===== src/hdl/adc_seq_pkg.sv =====
// Behaviour
// - 10-bit results, 16+8 channels, one sample-hold
// - software programs sample and conversion durations
// - one select bit chooses input pin group
// - overrun raises request when unread result overwritten
// - alternative: next conversion waits for read
// - unused analog inputs readable as digital pins
// - single mode converts selected channel once
// - continuous mode repeats selected channel forever
// - auto-scan single converts selected channel down to channel 0, each once
// - each scan result can trigger transfer request
// - auto-scan continuous repeats scan indefinitely
// - wait-for-read buffers result and pauses conversion, in continuous modes only
// - injected conversion inserted during continuous mode
// - injected result goes to second result register
// - continuous mode resumes after injection
// - post-reset calibration, busy high, bounded length
// - no conversion while calibration runs
// - calibration reruns after every reset, never otherwise
package adc_seq_pkg;
    // register byte offsets
    localparam logic [4:0] CTRL_OFS   = 5'h00;
    localparam logic [4:0] RESULT_OFS = 5'h04;
    localparam logic [4:0] INJECT_OFS = 5'h08;
    localparam logic [4:0] TIMING_OFS = 5'h0c;
    localparam logic [4:0] STATUS_OFS = 5'h10;
    localparam logic [4:0] PINS_OFS   = 5'h14;
    // control field positions
    localparam int CTRL_CH_LSB  = 0;   // 5-bit channel
    localparam int CTRL_MODE_LSB = 5;  // 2-bit mode
    localparam int CTRL_START   = 7;   // write 1 starts
    localparam int CTRL_WAITRD  = 8;   // wait_for_read_enable
    localparam int CTRL_GRPSEL  = 9;   // pin group select
    localparam int CTRL_STALLOV = 10;  // 1 stall, 0 overrun irq
    localparam int CTRL_INJREQ  = 11;  // write 1 injects
    localparam int CTRL_INJCH_LSB = 12; // 5-bit injected channel
    localparam int CTRL_STOP    = 17;  // write 1 stops continuous
    // status bits
    localparam int ST_BUSY = 0;
    localparam int ST_CAL  = 1;
    localparam int ST_OVR  = 2;
    localparam int ST_FULL = 3;
    localparam int ST_INJD = 4;
    localparam int ST_RUN  = 5;
    localparam int RES_W   = 10;
    localparam int NCH     = 24;
    localparam logic [4:0] NCH_MAX = 5'd23;
    // calibration: at most 40630 cpu cycles
    localparam int CAL_CYCLES_DOC = 40630;
    localparam int CAL_CYCLES_DEF = CAL_CYCLES_DOC;
    localparam logic [7:0]  SAMPLE_RST = 8'h08;
    localparam logic [7:0]  CONV_RST   = 8'h0c;
    typedef enum logic [1:0] {
        MODE_SINGLE, MODE_CONT, MODE_SCAN, MODE_SCANCONT
    } mode_e;
    typedef enum logic [2:0] {
        S_CAL, S_IDLE, S_SAMPLE, S_CONVERT, S_STORE, S_HOLD
    } state_e;
    typedef struct packed {
        logic        cyc;
        logic        stb;
        logic        we;
        logic [4:0]  adr;
        logic [3:0]  sel;
        logic [31:0] dat;
    } wb_req_s;
    typedef struct packed {
        logic        ack;
        logic [31:0] dat;
    } wb_rsp_s;
endpackage : adc_seq_pkg


===== src/hdl/adc_sequencer_control.sv =====
// The placing of the registers and register access over Wishbone were decided locally.
module adc_sequencer_control #(
    parameter int CAL_CYCLES = adc_seq_pkg::CAL_CYCLES_DEF
) (
    // clock and reset
    input  wire logic                    sys_clk,
    input  wire logic                    rst_n,
    // wishbone slave
    input  wire adc_seq_pkg::wb_req_s    wbReq,
    output adc_seq_pkg::wb_rsp_s         wbRsp,
    // analog front end
    output logic [4:0]                   anaChannel,
    output logic                         anaGroupSel,
    output logic                         anaSample,
    output logic                         anaConvert,
    input  wire logic [9:0]              anaResult,
    input  wire logic [23:0]             pinLevels,
    // system events
    output logic                         overrunIrq,
    output logic                         resultIrq,
    output logic                         transferReq
);
    import adc_seq_pkg::*;

    typedef struct packed {
        state_e      st;
        logic [15:0] cnt;
        logic [4:0]  chan;
        logic [4:0]  scanCh;
        mode_e       mode;
        logic        waitRd;
        logic        grpSel;
        logic        stallOv;
        logic        running;
        logic        injPend;
        logic [4:0]  injCh;
        logic        injActive;
        logic [7:0]  sampleT;
        logic [7:0]  convT;
        logic [9:0]  result;
        logic        resFull;
        logic [9:0]  tempBuf;
        logic        tempFull;
        logic [9:0]  injResult;
        logic        injDone;
        logic        overrun;
        logic        busy;
        logic        ovrPulse;
        logic        resPulse;
        logic        ack;
        logic [31:0] rdat;
    } state_s;

    state_s cur_reg;
    state_s cur_next;

    // next channel in the scan, counting down to zero
    function automatic logic [4:0] scanNext(input logic [4:0] ch);
        scanNext = (ch == 5'd0) ? 5'd0 : ch - 5'd1;
    endfunction : scanNext

    function automatic logic [4:0] clampCh(input logic [4:0] ch);
        clampCh = (ch > NCH_MAX) ? NCH_MAX : ch;
    endfunction : clampCh

    logic wbAccess;
    logic wrStrobe;
    logic rdResult;
    logic rdInject;
    logic [31:0] statusWord;

    // one-cycle answer; ack drops the cycle after it was given
    assign wbAccess = wbReq.cyc & wbReq.stb & ~cur_reg.ack;
    // writes land on the acknowledged edge, where the master completes the cycle
    assign wrStrobe = wbReq.cyc & wbReq.stb & wbReq.we & cur_reg.ack;
    assign rdResult = wbAccess & ~wbReq.we & (wbReq.adr == RESULT_OFS);
    assign rdInject = wbAccess & ~wbReq.we & (wbReq.adr == INJECT_OFS);

    assign statusWord = {26'h0, cur_reg.running, cur_reg.injDone, cur_reg.resFull,
                         cur_reg.overrun, (cur_reg.st == S_CAL), cur_reg.busy};

    always_comb begin
        state_s n;
        logic   doneConv;
        logic [9:0] newRes;
        logic       injSet;
        n = cur_reg;
        doneConv = 1'b0;
        injSet = 1'b0;
        newRes = anaResult;
        n.ovrPulse = 1'b0;
        n.resPulse = 1'b0;
        n.ack = wbAccess;

        // register writes
        if (wrStrobe) begin
            unique case (wbReq.adr)
                CTRL_OFS: begin
                    if (wbReq.sel[0]) begin
                        n.chan = clampCh(wbReq.dat[CTRL_CH_LSB +: 5]);
                        n.mode = mode_e'(wbReq.dat[CTRL_MODE_LSB +: 2]);
                    end
                    if (wbReq.sel[1]) begin
                        n.waitRd  = wbReq.dat[CTRL_WAITRD];
                        n.grpSel  = wbReq.dat[CTRL_GRPSEL];
                        n.stallOv = wbReq.dat[CTRL_STALLOV];
                        if (wbReq.dat[CTRL_INJREQ] && cur_reg.running
                            && (cur_reg.mode == MODE_CONT || cur_reg.mode == MODE_SCANCONT))
                            injSet = 1'b1;
                    end
                    if (wbReq.sel[1] && wbReq.sel[2])
                        n.injCh = clampCh(wbReq.dat[CTRL_INJCH_LSB +: 5]);
                    if (wbReq.sel[2] && wbReq.dat[CTRL_STOP])
                        n.running = 1'b0;
                    // start ignored during calibration
                    if (wbReq.sel[0] && wbReq.dat[CTRL_START] && cur_reg.st != S_CAL) begin
                        n.running = 1'b1;
                        n.scanCh = clampCh(wbReq.dat[CTRL_CH_LSB +: 5]);
                    end
                end
                TIMING_OFS: begin
                    if (wbReq.sel[0]) n.sampleT = wbReq.dat[7:0];
                    if (wbReq.sel[1]) n.convT = wbReq.dat[15:8];
                end
                STATUS_OFS: begin
                    // write 1 clears overrun
                    if (wbReq.sel[0] && wbReq.dat[ST_OVR]) n.overrun = 1'b0;
                end
                default: ;
            endcase
        end

        // reading results frees the result register
        if (rdResult) begin
            n.resFull = 1'b0;
            if (cur_reg.tempFull) begin
                n.result = cur_reg.tempBuf;
                n.resFull = 1'b1;
                n.tempFull = 1'b0;
                n.resPulse = 1'b1;
            end
        end
        if (rdInject) n.injDone = 1'b0;

        // sequencer
        unique case (cur_reg.st)
            S_CAL: begin
                n.busy = 1'b1;
                if (cur_reg.cnt == 16'(CAL_CYCLES - 1)) begin
                    n.st = S_IDLE;
                    n.busy = 1'b0;
                    n.cnt = '0;
                end else begin
                    n.cnt = cur_reg.cnt + 16'd1;
                end
            end
            S_IDLE: begin
                // stall mode waits for a read before converting
                if (cur_reg.running && !(cur_reg.stallOv && cur_reg.resFull)
                    && !cur_reg.tempFull) begin
                    n.st = S_SAMPLE;
                    n.cnt = '0;
                    n.busy = 1'b1;
                    n.injActive = cur_reg.injPend;
                    n.injPend = 1'b0;
                end
            end
            S_SAMPLE: begin
                n.cnt = cur_reg.cnt + 16'd1;
                if (cur_reg.cnt[7:0] >= cur_reg.sampleT) begin
                    n.st = S_CONVERT;
                    n.cnt = '0;
                end
            end
            S_CONVERT: begin
                n.cnt = cur_reg.cnt + 16'd1;
                if (cur_reg.cnt[7:0] >= cur_reg.convT) begin
                    n.st = S_STORE;
                    n.cnt = '0;
                end
            end
            S_STORE: begin
                doneConv = 1'b1;
                n.busy = 1'b0;
                n.st = S_IDLE;
                if (cur_reg.injActive) begin
                    n.injResult = newRes;
                    n.injDone = 1'b1;
                    n.injActive = 1'b0;
                end else begin
                    if (cur_reg.resFull && !rdResult && cur_reg.waitRd
                        && (cur_reg.mode == MODE_CONT || cur_reg.mode == MODE_SCANCONT)) begin
                        n.tempBuf = newRes;
                        n.tempFull = 1'b1;
                    end else begin
                        if (cur_reg.resFull && !rdResult && !cur_reg.stallOv) begin
                            n.overrun = 1'b1;
                            n.ovrPulse = 1'b1;
                        end
                        n.result = newRes;
                        n.resFull = 1'b1;
                        n.resPulse = 1'b1;
                    end
                    unique case (cur_reg.mode)
                        MODE_SINGLE: n.running = 1'b0;
                        MODE_CONT: ;
                        MODE_SCAN: begin
                            if (cur_reg.scanCh == 5'd0) n.running = 1'b0;
                            n.scanCh = scanNext(cur_reg.scanCh);
                        end
                        MODE_SCANCONT: n.scanCh = (cur_reg.scanCh == 5'd0)
                                                  ? cur_reg.chan : scanNext(cur_reg.scanCh);
                    endcase
                end
            end
            S_HOLD: n.st = S_IDLE;
        endcase
        if (doneConv && n.st == S_IDLE && cur_reg.injActive) n.st = S_IDLE;
        // set wins: a request landing as a conversion starts waits for the next
        if (injSet) n.injPend = 1'b1;

        // read data
        unique case (wbReq.adr)
            CTRL_OFS:   n.rdat = {15'h0, cur_reg.injCh, 1'b0, cur_reg.stallOv, cur_reg.grpSel,
                                  cur_reg.waitRd, cur_reg.running, cur_reg.mode, cur_reg.chan};
            RESULT_OFS: n.rdat = {22'h0, cur_reg.result};
            INJECT_OFS: n.rdat = {22'h0, cur_reg.injResult};
            TIMING_OFS: n.rdat = {16'h0, cur_reg.convT, cur_reg.sampleT};
            STATUS_OFS: n.rdat = statusWord;
            PINS_OFS:   n.rdat = {8'h0, pinLevels};
            default:    n.rdat = 32'h0;
        endcase
        cur_next = n;
    end

    // single register stage holds all state
    always_ff @(posedge sys_clk or negedge rst_n) begin
        if (!rst_n) begin
            cur_reg <= '{st: S_CAL, busy: 1'b1, sampleT: SAMPLE_RST, convT: CONV_RST,
                         mode: MODE_SINGLE, default: '0};
        end else begin
            cur_reg <= cur_next;
        end
    end

    // outputs straight from state
    assign wbRsp.ack   = cur_reg.ack;
    assign wbRsp.dat   = cur_reg.rdat;
    assign anaChannel  = cur_reg.injActive ? cur_reg.injCh
                       : ((cur_reg.mode == MODE_SCAN || cur_reg.mode == MODE_SCANCONT)
                          ? cur_reg.scanCh : cur_reg.chan);
    assign anaGroupSel = cur_reg.grpSel;
    assign anaSample   = (cur_reg.st == S_SAMPLE);
    assign anaConvert  = (cur_reg.st == S_CONVERT);
    assign overrunIrq  = cur_reg.ovrPulse;
    assign resultIrq   = cur_reg.resPulse;
    assign transferReq = cur_reg.resPulse;
endmodule : adc_sequencer_control


===== config.mk =====
export PLATFORM = sky130hd
export DESIGN_NAME = adc_sequencer_control
export DESIGN_NICKNAME = d
export VERILOG_FILES = /design/src/hdl/adc_seq_pkg.sv /design/src/hdl/adc_sequencer_control.sv
export SDC_FILE = /design/constraint.sdc
export NUM_CORES = 1
export LEC_CHECK = 0
export ABC_AREA = 1
export BUFFER_PORTS_ARGS = -buffer_cell sky130_fd_sc_hd__buf_2
export CAP_MARGIN = 10
export CORE_ASPECT_RATIO = 1.4
export CORE_UTILIZATION = 56
export DETAILED_ROUTE_END_ITERATION = 12
export MAX_ROUTING_LAYER = met4
export PLACE_DENSITY_LB_ADDON = 0.15
export SLEW_MARGIN = 20
export SYNTH_ARGS = -nofsm -noshare
export SYNTH_HDL_FRONTEND = slang
export SYNTH_SLANG_ARGS = --single-unit

===== constraint.sdc =====
create_clock -name sys_clk -period 2.1 [get_ports sys_clk]
set_input_delay 0.42 -clock sys_clk [delete_from_list [all_inputs] [get_ports sys_clk]]
set_output_delay 0.42 -clock sys_clk [all_outputs]
set_load 0.1 [all_outputs]

==> results of run 1 <==
-- worst min-delay path, delay by kind of cell --
family | cells | cell delay [ns]
buffers and inverters | 2 | 0.14
AND/OR/NAND/NOR | 1 | 0.03
-- metrics by stage --
stage / hold slack [ns] / setup WS, ns / area, um^2 / util, %
floorplan: 0.124 / -0.334 / 6740 / -
global placement: 0.381 / 0.169 / 7240 / 62.9
detailed placement: 0.387 / 0.117 / 7240 / 62.9
CTS: 0.201 / 0.0318 / 7900 / 68.6
global route: 0.200 / 0.00435 / 7920 / 68.8
finish: 0.205 / 0.0725 / 7920 / 68.8
-- synth_stat cells, drive strengths merged, types with 4 or more instances --
master / count / area, um^2
xor2: 8 / 70.1
o211ai: 11 / 82.6
o21ai: 76 / 455
nand2: 240 / 931
nand4: 11 / 83.8
o22ai: 10 / 68.8
clkbuf: 8 / 30.0
inv: 108 / 405
a21oi: 31 / 155
o221ai: 5 / 43.8
dfrtp: 116 / 2900
xnor2: 4 / 35.0
nor3: 5 / 35.0
nand3: 41 / 223
ha: 19 / 238
nor2: 79 / 358
buf: 48 / 374
dfstp: 4 / 105
-- layer usage --
metal  track usage, %  routed length (um)  vias to the layer above
li1                 -                   -                     2829
met4             14.4                 662                        0
met3             6.08                 865                       53
met5                -                   0                        -
met1             34.5                6750                     2807
met2             50.3                9270                      236
-- layout by cell type (no fill, tap or decap), types with 6 or more instances in the layout --
master | netlist | final
o21ai_2 | 20 | 20
o21ai_1 | 13 | 18
xor2_1 | 8 | 8
nor2_1 | 66 | 65
nand2_2 | 6 | 6
buf_2 | 5 | 92
inv_6 | 0 | 7
nand3_1 | 39 | 38
inv_2 | 5 | 6
nor2_2 | 9 | 8
a21oi_1 | 31 | 31
dfrtp_1 | 116 | 115
buf_4 | 36 | 16
o22ai_1 | 9 | 9
ha_1 | 19 | 19
buf_12 | 0 | 7
o21ai_0 | 43 | 38
nand4_1 | 10 | 10
inv_1 | 103 | 102
conb_1 | 1 | 8
nand2_1 | 232 | 232
o211ai_1 | 11 | 11
clkbuf_16 | 0 | 17
-- final cells by class --
class                      instances  area, um^2
clock inverter                    15         211
timing repair buffer             118         753
inverter                         110         413
tap                              144         180
multi-input combinational        560        2930
clock buffer                      17         425
fill                             963        3590
sequential                       120        3010
-- timing repair --
action	CTS	global route
gates resized for setup	4	3
hold buffers	1	0
hold endpoints to repair	27	0
pin swaps	0	1
cloned	0	1
setup endpoints to repair	7	18
-- worst paths after layout --
path	to	slack (ns)
worst max register to register	cur_reg[122]	0.11
max in group asynchronous	cur_reg[72]	0.92
worst min register to register	wbRsp[32]	0.48
worst max-delay path	anaConvert	0.07
worst min-delay path	wbRsp[18]	0.21
min in group asynchronous	wbRsp[14]	0.48
-- power breakdown --
part	internal (mW)	switching, mW	total (mW)
registers	2.34	0.0156	2.36
clock network	2.01	1.14	3.15
logic	0.106	0.350	0.456
total	4.46	1.51	5.96
-- cells by family after synthesis --
| group | count (synthesis) |
|---|---|
| fa+ha+maj | 19 |
| compound gates | 140 |
| flops | 120 |
| simple gates | 379 |
| buf+inv | 166 |
| xor+xnor | 12 |
| other cells | 1 |
| mux | 1 |
==> metrics.md, run 1 <==
| Metric | Value |
|---|---|
| Status | `finished, final reports clean` |
| Mux cell area share after synthesis | `0.168%` |
| Min-Delay Path Depth | `3` |
| Row count | `46` |
| Final Hold Fails | `0` |
| Total power | `5.96 mW` |
| PD cells | `753 nW/um^2` |
| DR pass1 iterations | `5` |
| CTS tree | `yes` |
| Core Footprint | `11500 um^2` |
| Xor/xnor share of the synthesized area | `1.57%` |
| Min Tclk post-route | `2.03 ns` |
| Grt total ovfl | `0` |
| Reg2Reg Launch Point | `cur_reg[73]` |
| Skew final | `0.00683 ns` |
| Synth warn | `0` |
| Peak VDD IR | `0.000520 V` |
| Diode count | `0` |
| Total GRT Usage | `30.3%` |
| DP HPWL | `12800 um` |
| CP Launch Type | `flop` |
| First-pass GRT wire length | `27900 um` |
| Final ANT Viol Nets | `0` |
| Seq/Total Area, Yosys | `44.9%` |
| Cells after Synth | `838` |
| Pins Over Slew Limit | `0` |
| Compound-Gate Fraction of Synth Area | `12.8%` |
| Initial antenna violation count | `0` |
| Syn Std Cell Area | `6700 um^2` |
| Clk root buf | `clkbuf_16` |
| Critical Path AT | `1.61 ns` |
| Final period util | `96.5%` |
| Final wirelength | `17600 um` |
| Clock-pin slew on the worst setup and hold paths | `0.06 ns` |
| DR WL/cell | `16.2 um` |
| Final setup violation count | `0` |
| Placed cells | `1050` |
| Largest family of logic cells by synthesized area | `simple AND/OR/NAND/NOR gates` |
| H-tree depth | `4` |
| Synth unique cells | `44` |
| Fmax | `0.493 GHz` |
| I/O pin cnt | `124` |
| Non-filler cells, final | `1084` |
| Worst reg-to-reg path cell count | `11` |
| CP startpoint | `cur_reg[127]` |
| Synthesized area per cell | `7.99 um^2` |
| Adder-cell share of the synthesized area | `3.55%` |
| CP Data Required Time | `1.68 ns` |
| Final nets | `1026` |
| Clock Tree Buf Depth | `2` |
| Pleak | `4.26 nW` |
| Worst path depth | `4` |
| Crit Path Max Fanout | `7` |
| Setup Crit Path Kind | `reg2out` |
| Post-route DRC | `0` |
| Max Cap Violations | `0` |
| CP peak stage delay | `0.47 ns` |
| Crit path buf inv count | `2` |
| Unrepaired setup endpoints after global routing | `false` |
| Simple logic cell fraction of the synthesized area | `24.8%` |
| Vias per inst | `5.47` |
| Placer Congestion | `0.959` |
| Layout cell share with drive strength beyond 1 | `22.7%` |
| Area of the die | `12400 um^2` |
| Cell family with most CP delay | `flip-flops` |
| Number of global-route vias before repair | `5761` |
| I/O Buffers | `100` |
| Post-synthesis register bit count | `120` |
| Nature of the critical path endpoint | `output pin` |
| Async S/R FF share, synth | `100%` |
| Largest net degree at the start of global routing | `56` |
| Clk sinks | `120` |
| Critical-path cell list | `inv_1, nand2_1, nor2_4, buf_6` |
| Die X | `94.4 um` |
| Die Y | `131 um` |
| Initial Util | `58.2%` |
| Synth-to-layout area growth | `18.2%` |
| Total CTS buffers | `17` |
| Min-delay worst type | `in2reg` |
| Iter 0 DRT Violations | `411` |
| Max reg flops | `92` |
| Post-synth EDFFs | `0` |
| TNS Setup | `0 ns` |
| Hold Startpoint | `pinLevels[18]` |
| Top_reg_cell synth | `dfrtp_1` |
| Clock latency on the worst-skew pair | `0.42 ns` |
| Post-CTS setup repair buffer count | `0` |
| CP max stage cell | `dfrtp_1` |
| Via count | `5925` |
Power figures use the tool's default switching activity.
==> run 2: changes to the inputs <==
--- a/config.mk
+++ b/config.mk
@@ -9,6 +9,7 @@
 export BUFFER_PORTS_ARGS = -buffer_cell sky130_fd_sc_hd__buf_2
 export CAP_MARGIN = 10
 export CORE_ASPECT_RATIO = 1.4
+export CORE_MARGIN = 1.5
 export CORE_UTILIZATION = 56
 export DETAILED_ROUTE_END_ITERATION = 12
 export MAX_ROUTING_LAYER = met4
==> run 2 against run 1 <==
Setup slack improved by 0.015 ns. Critical path depth unchanged. First-iteration DRC count decreased by 7.8%. Sequential share of layout area up 0.14 points. Global-route usage decreased by 1.1 points. Sequential power about the same.
==> metrics.md, run 2 (same netlist as run 1, synthesis figures left out) <==
| Metric | Value |
|---|---|
| Pleak | `4.24 nW (-0.30%)` |
| Row count | `47 (+2.2%)` |
| Placer Congestion | `0.929 (-3.1%)` |
| First-pass GRT wire length | `27300 um (-2.3%)` |
| Sequential cell area | `3010 um^2 (+0.12%)` |
| Largest net degree at the start of global routing | `59 (+5.4%)` |
| Clock-pin slew on the worst setup and hold paths | `0.06 ns (about the same)` |
| Initial antenna violation count | `0 (unchanged)` |
| Area of the die | `12600 um^2 (+1.8%)` |
| Final period util | `95.8% (-0.73 points)` |
| Synth-to-layout area growth | `18.0%` |
| Grt total ovfl | `0 (unchanged)` |
| PD cells | `721 nW/um^2 (-4.3%)` |
| Min Tclk post-route | `2.01 ns (-0.0154 ns)` |
| Clk root buf | `clkbuf_16` |
| Layout Utilization | `67.2% (-1.6 points)` |
| Final Hold Fails | `0 (unchanged)` |
| CP Data Required Time | `1.68 ns (about the same)` |
| Post-route DRC | `0 (unchanged)` |
| Non-filler cells, final | `1090 (+0.55%)` |
| Die Y | `132 um (+0.76%)` |
| Pre-CTS setup slack | `0.113 ns (-0.00412 ns)` |
| CP max stage cell | `dfrtp_4` |
| Commonest non-fill, non-tap cell in the layout | `nand2_1` |
| Critical-path cell list | `o21ai_0, nand2_1, o21ai_1, buf_12` |
| Crit Path Max Fanout | `12 (+5)` |
| H-tree depth | `4 (unchanged)` |
| Final ANT Viol Nets | `0 (unchanged)` |
| Min-delay worst type | `in2reg` |
| Setup Crit Path Kind | `reg2out` |
| Max reg flops | `92 (unchanged)` |
| Final setup margin | `0.0879 ns (+0.0154 ns)` |
| Most frequent cells in the layout | `232 x nand2_1, 114 x dfrtp_1, 102 x inv_1, 92 x buf_2, 65 x nor2_1` |
| Total CTS buffers | `17 (unchanged)` |
| Initial Util | `56.9% (-1.2 points)` |
| Final setup violation count | `0 (unchanged)` |
| Skew final | `0.0111 ns (+0.00424 ns)` |
| Via count | `5829 (-1.6%)` |
| Status | `finished, final reports clean` |
| Clock latency on the worst-skew pair | `0.41 ns (about the same)` |
| Die X | `95.4 um (+1.1%)` |
| DP HPWL | `12700 um (-0.82%)` |
| Placed cells | `1052 (+0.19%)` |
| Nature of the critical path endpoint | `output pin` |
| CTS tree | `yes` |
| Final nets | `1029 (+0.29%)` |
| CP Launch Type | `flop` |
| I/O pin cnt | `124 (unchanged)` |
| Fill cell count | `1006 (+4.5%)` |
| Diode count | `0 (unchanged)` |
| Max Cap Violations | `0 (unchanged)` |
| Core Footprint | `11800 um^2 (+2.2%)` |
| Layout cell share with drive strength beyond 1 | `23.2% (+0.56 points)` |
| Final wirelength | `17100 um (-2.4%)` |
| Clock Tree Buf Depth | `2 (unchanged)` |
| DR WL/cell | `15.7 um (-2.9%)` |
| CP peak stage delay | `0.54 ns (+0.07 ns)` |
| Pins Over Slew Limit | `0 (unchanged)` |
| DR pass1 iterations | `5 (unchanged)` |
| Multi-input gate area | `2930 um^2 (+0.26%)` |
| Total GRT Usage | `29.3% (-1.1 points)` |
| I/O Buffers | `100 (unchanged)` |
| Peak VDD IR | `0.000517 V (-0.55%)` |
| Clk sinks | `120 (unchanged)` |
| Vias per inst | `5.35 (-2.2%)` |
| Fmax | `0.497 GHz (+0.76%)` |
| Iter 0 DRT Violations | `379 (-7.8%)` |
| Critical Path AT | `1.59 ns (-0.02 ns)` |
| Number of global-route vias before repair | `5760 (-0.017%)` |
==> run 2: path summary, 6_finish.rpt <==
check / start / endpoint / slack [ns] / depth (start not counted)
setup / recovery: cur_reg[98] / anaChannel[3] / 0.09 / 4
hold / removal: pinLevels[19] / wbRsp[19] / 0.22 / 3
setup reg to reg: cur_reg[73] / cur_reg[111] / 0.14 / 11
hold reg to reg: wbRsp[32] / wbRsp[32] / 0.47 / 1
max in group asynchronous: rst_n / cur_reg[73] / 1.04 / 3
min in group asynchronous: rst_n / cur_reg[77] / 0.43 / 2
==> run 2: critical path, delay by kind of cell (launching register included) <==
kind                   cells  cell delay [ns]
buffers and inverters      1             0.21
AOI/OAI and AO/OA          2             0.36
and+or+nand+nor            1             0.08
DFF                        1             0.54
==> run 2: report_power, final <==
group / internal, mW / total [mW] / switching, mW
logic: 0.105 / 0.453 / 0.348
registers: 2.34 / 2.36 / 0.0150
clock network: 1.77 / 2.89 / 1.12
total: 4.21 / 5.70 / 1.48
==> run 2: cell type report <==
type | instances | share of cell area [%]
Tap cell | 147 | 2.33
Sequential cell | 120 | 38.1
Clock inverter | 15 | 2.07
Timing Repair Buffer | 121 | 9.66
Clock buffer | 17 | 5.38
Multi-Input combinational cell | 560 | 37.1
Inverter | 110 | 5.27
==> run 2: layer usage <==
metal | global-route usage, % | routed length [um]
met1 | 33.4 | 6660
met2 | 48.0 | 9030
met3 | 5.48 | 802
met4 | 15.2 | 630
met5 | - | 0
==> run 2: per-stage QoR <==
stage / total power [mW] / setup TNS (ns) / cell area (um^2) / hold slack [ns]
final: 5.70 / 0 / 7900 / 0.217
after global placement: 2.84 / 0 / 7230 / 0.312
after floorplan: 2.69 / -1.65 / 6740 / 0.124
after detailed placement: 2.85 / 0 / 7230 / 0.312
after global routing: 5.88 / -0.0302 / 7900 / 0.201
after CTS: 5.72 / 0 / 7830 / 0.204
==> run 2: timing repair <==
action	4_1_cts	5_1_grt
hold buffers	1	0
pin swaps	0	1
gates cloned	0	1
resized for setup	3	8
hold endpoints to repair	17	0
setup endpoints to repair	7	11
setup buffers	0	4
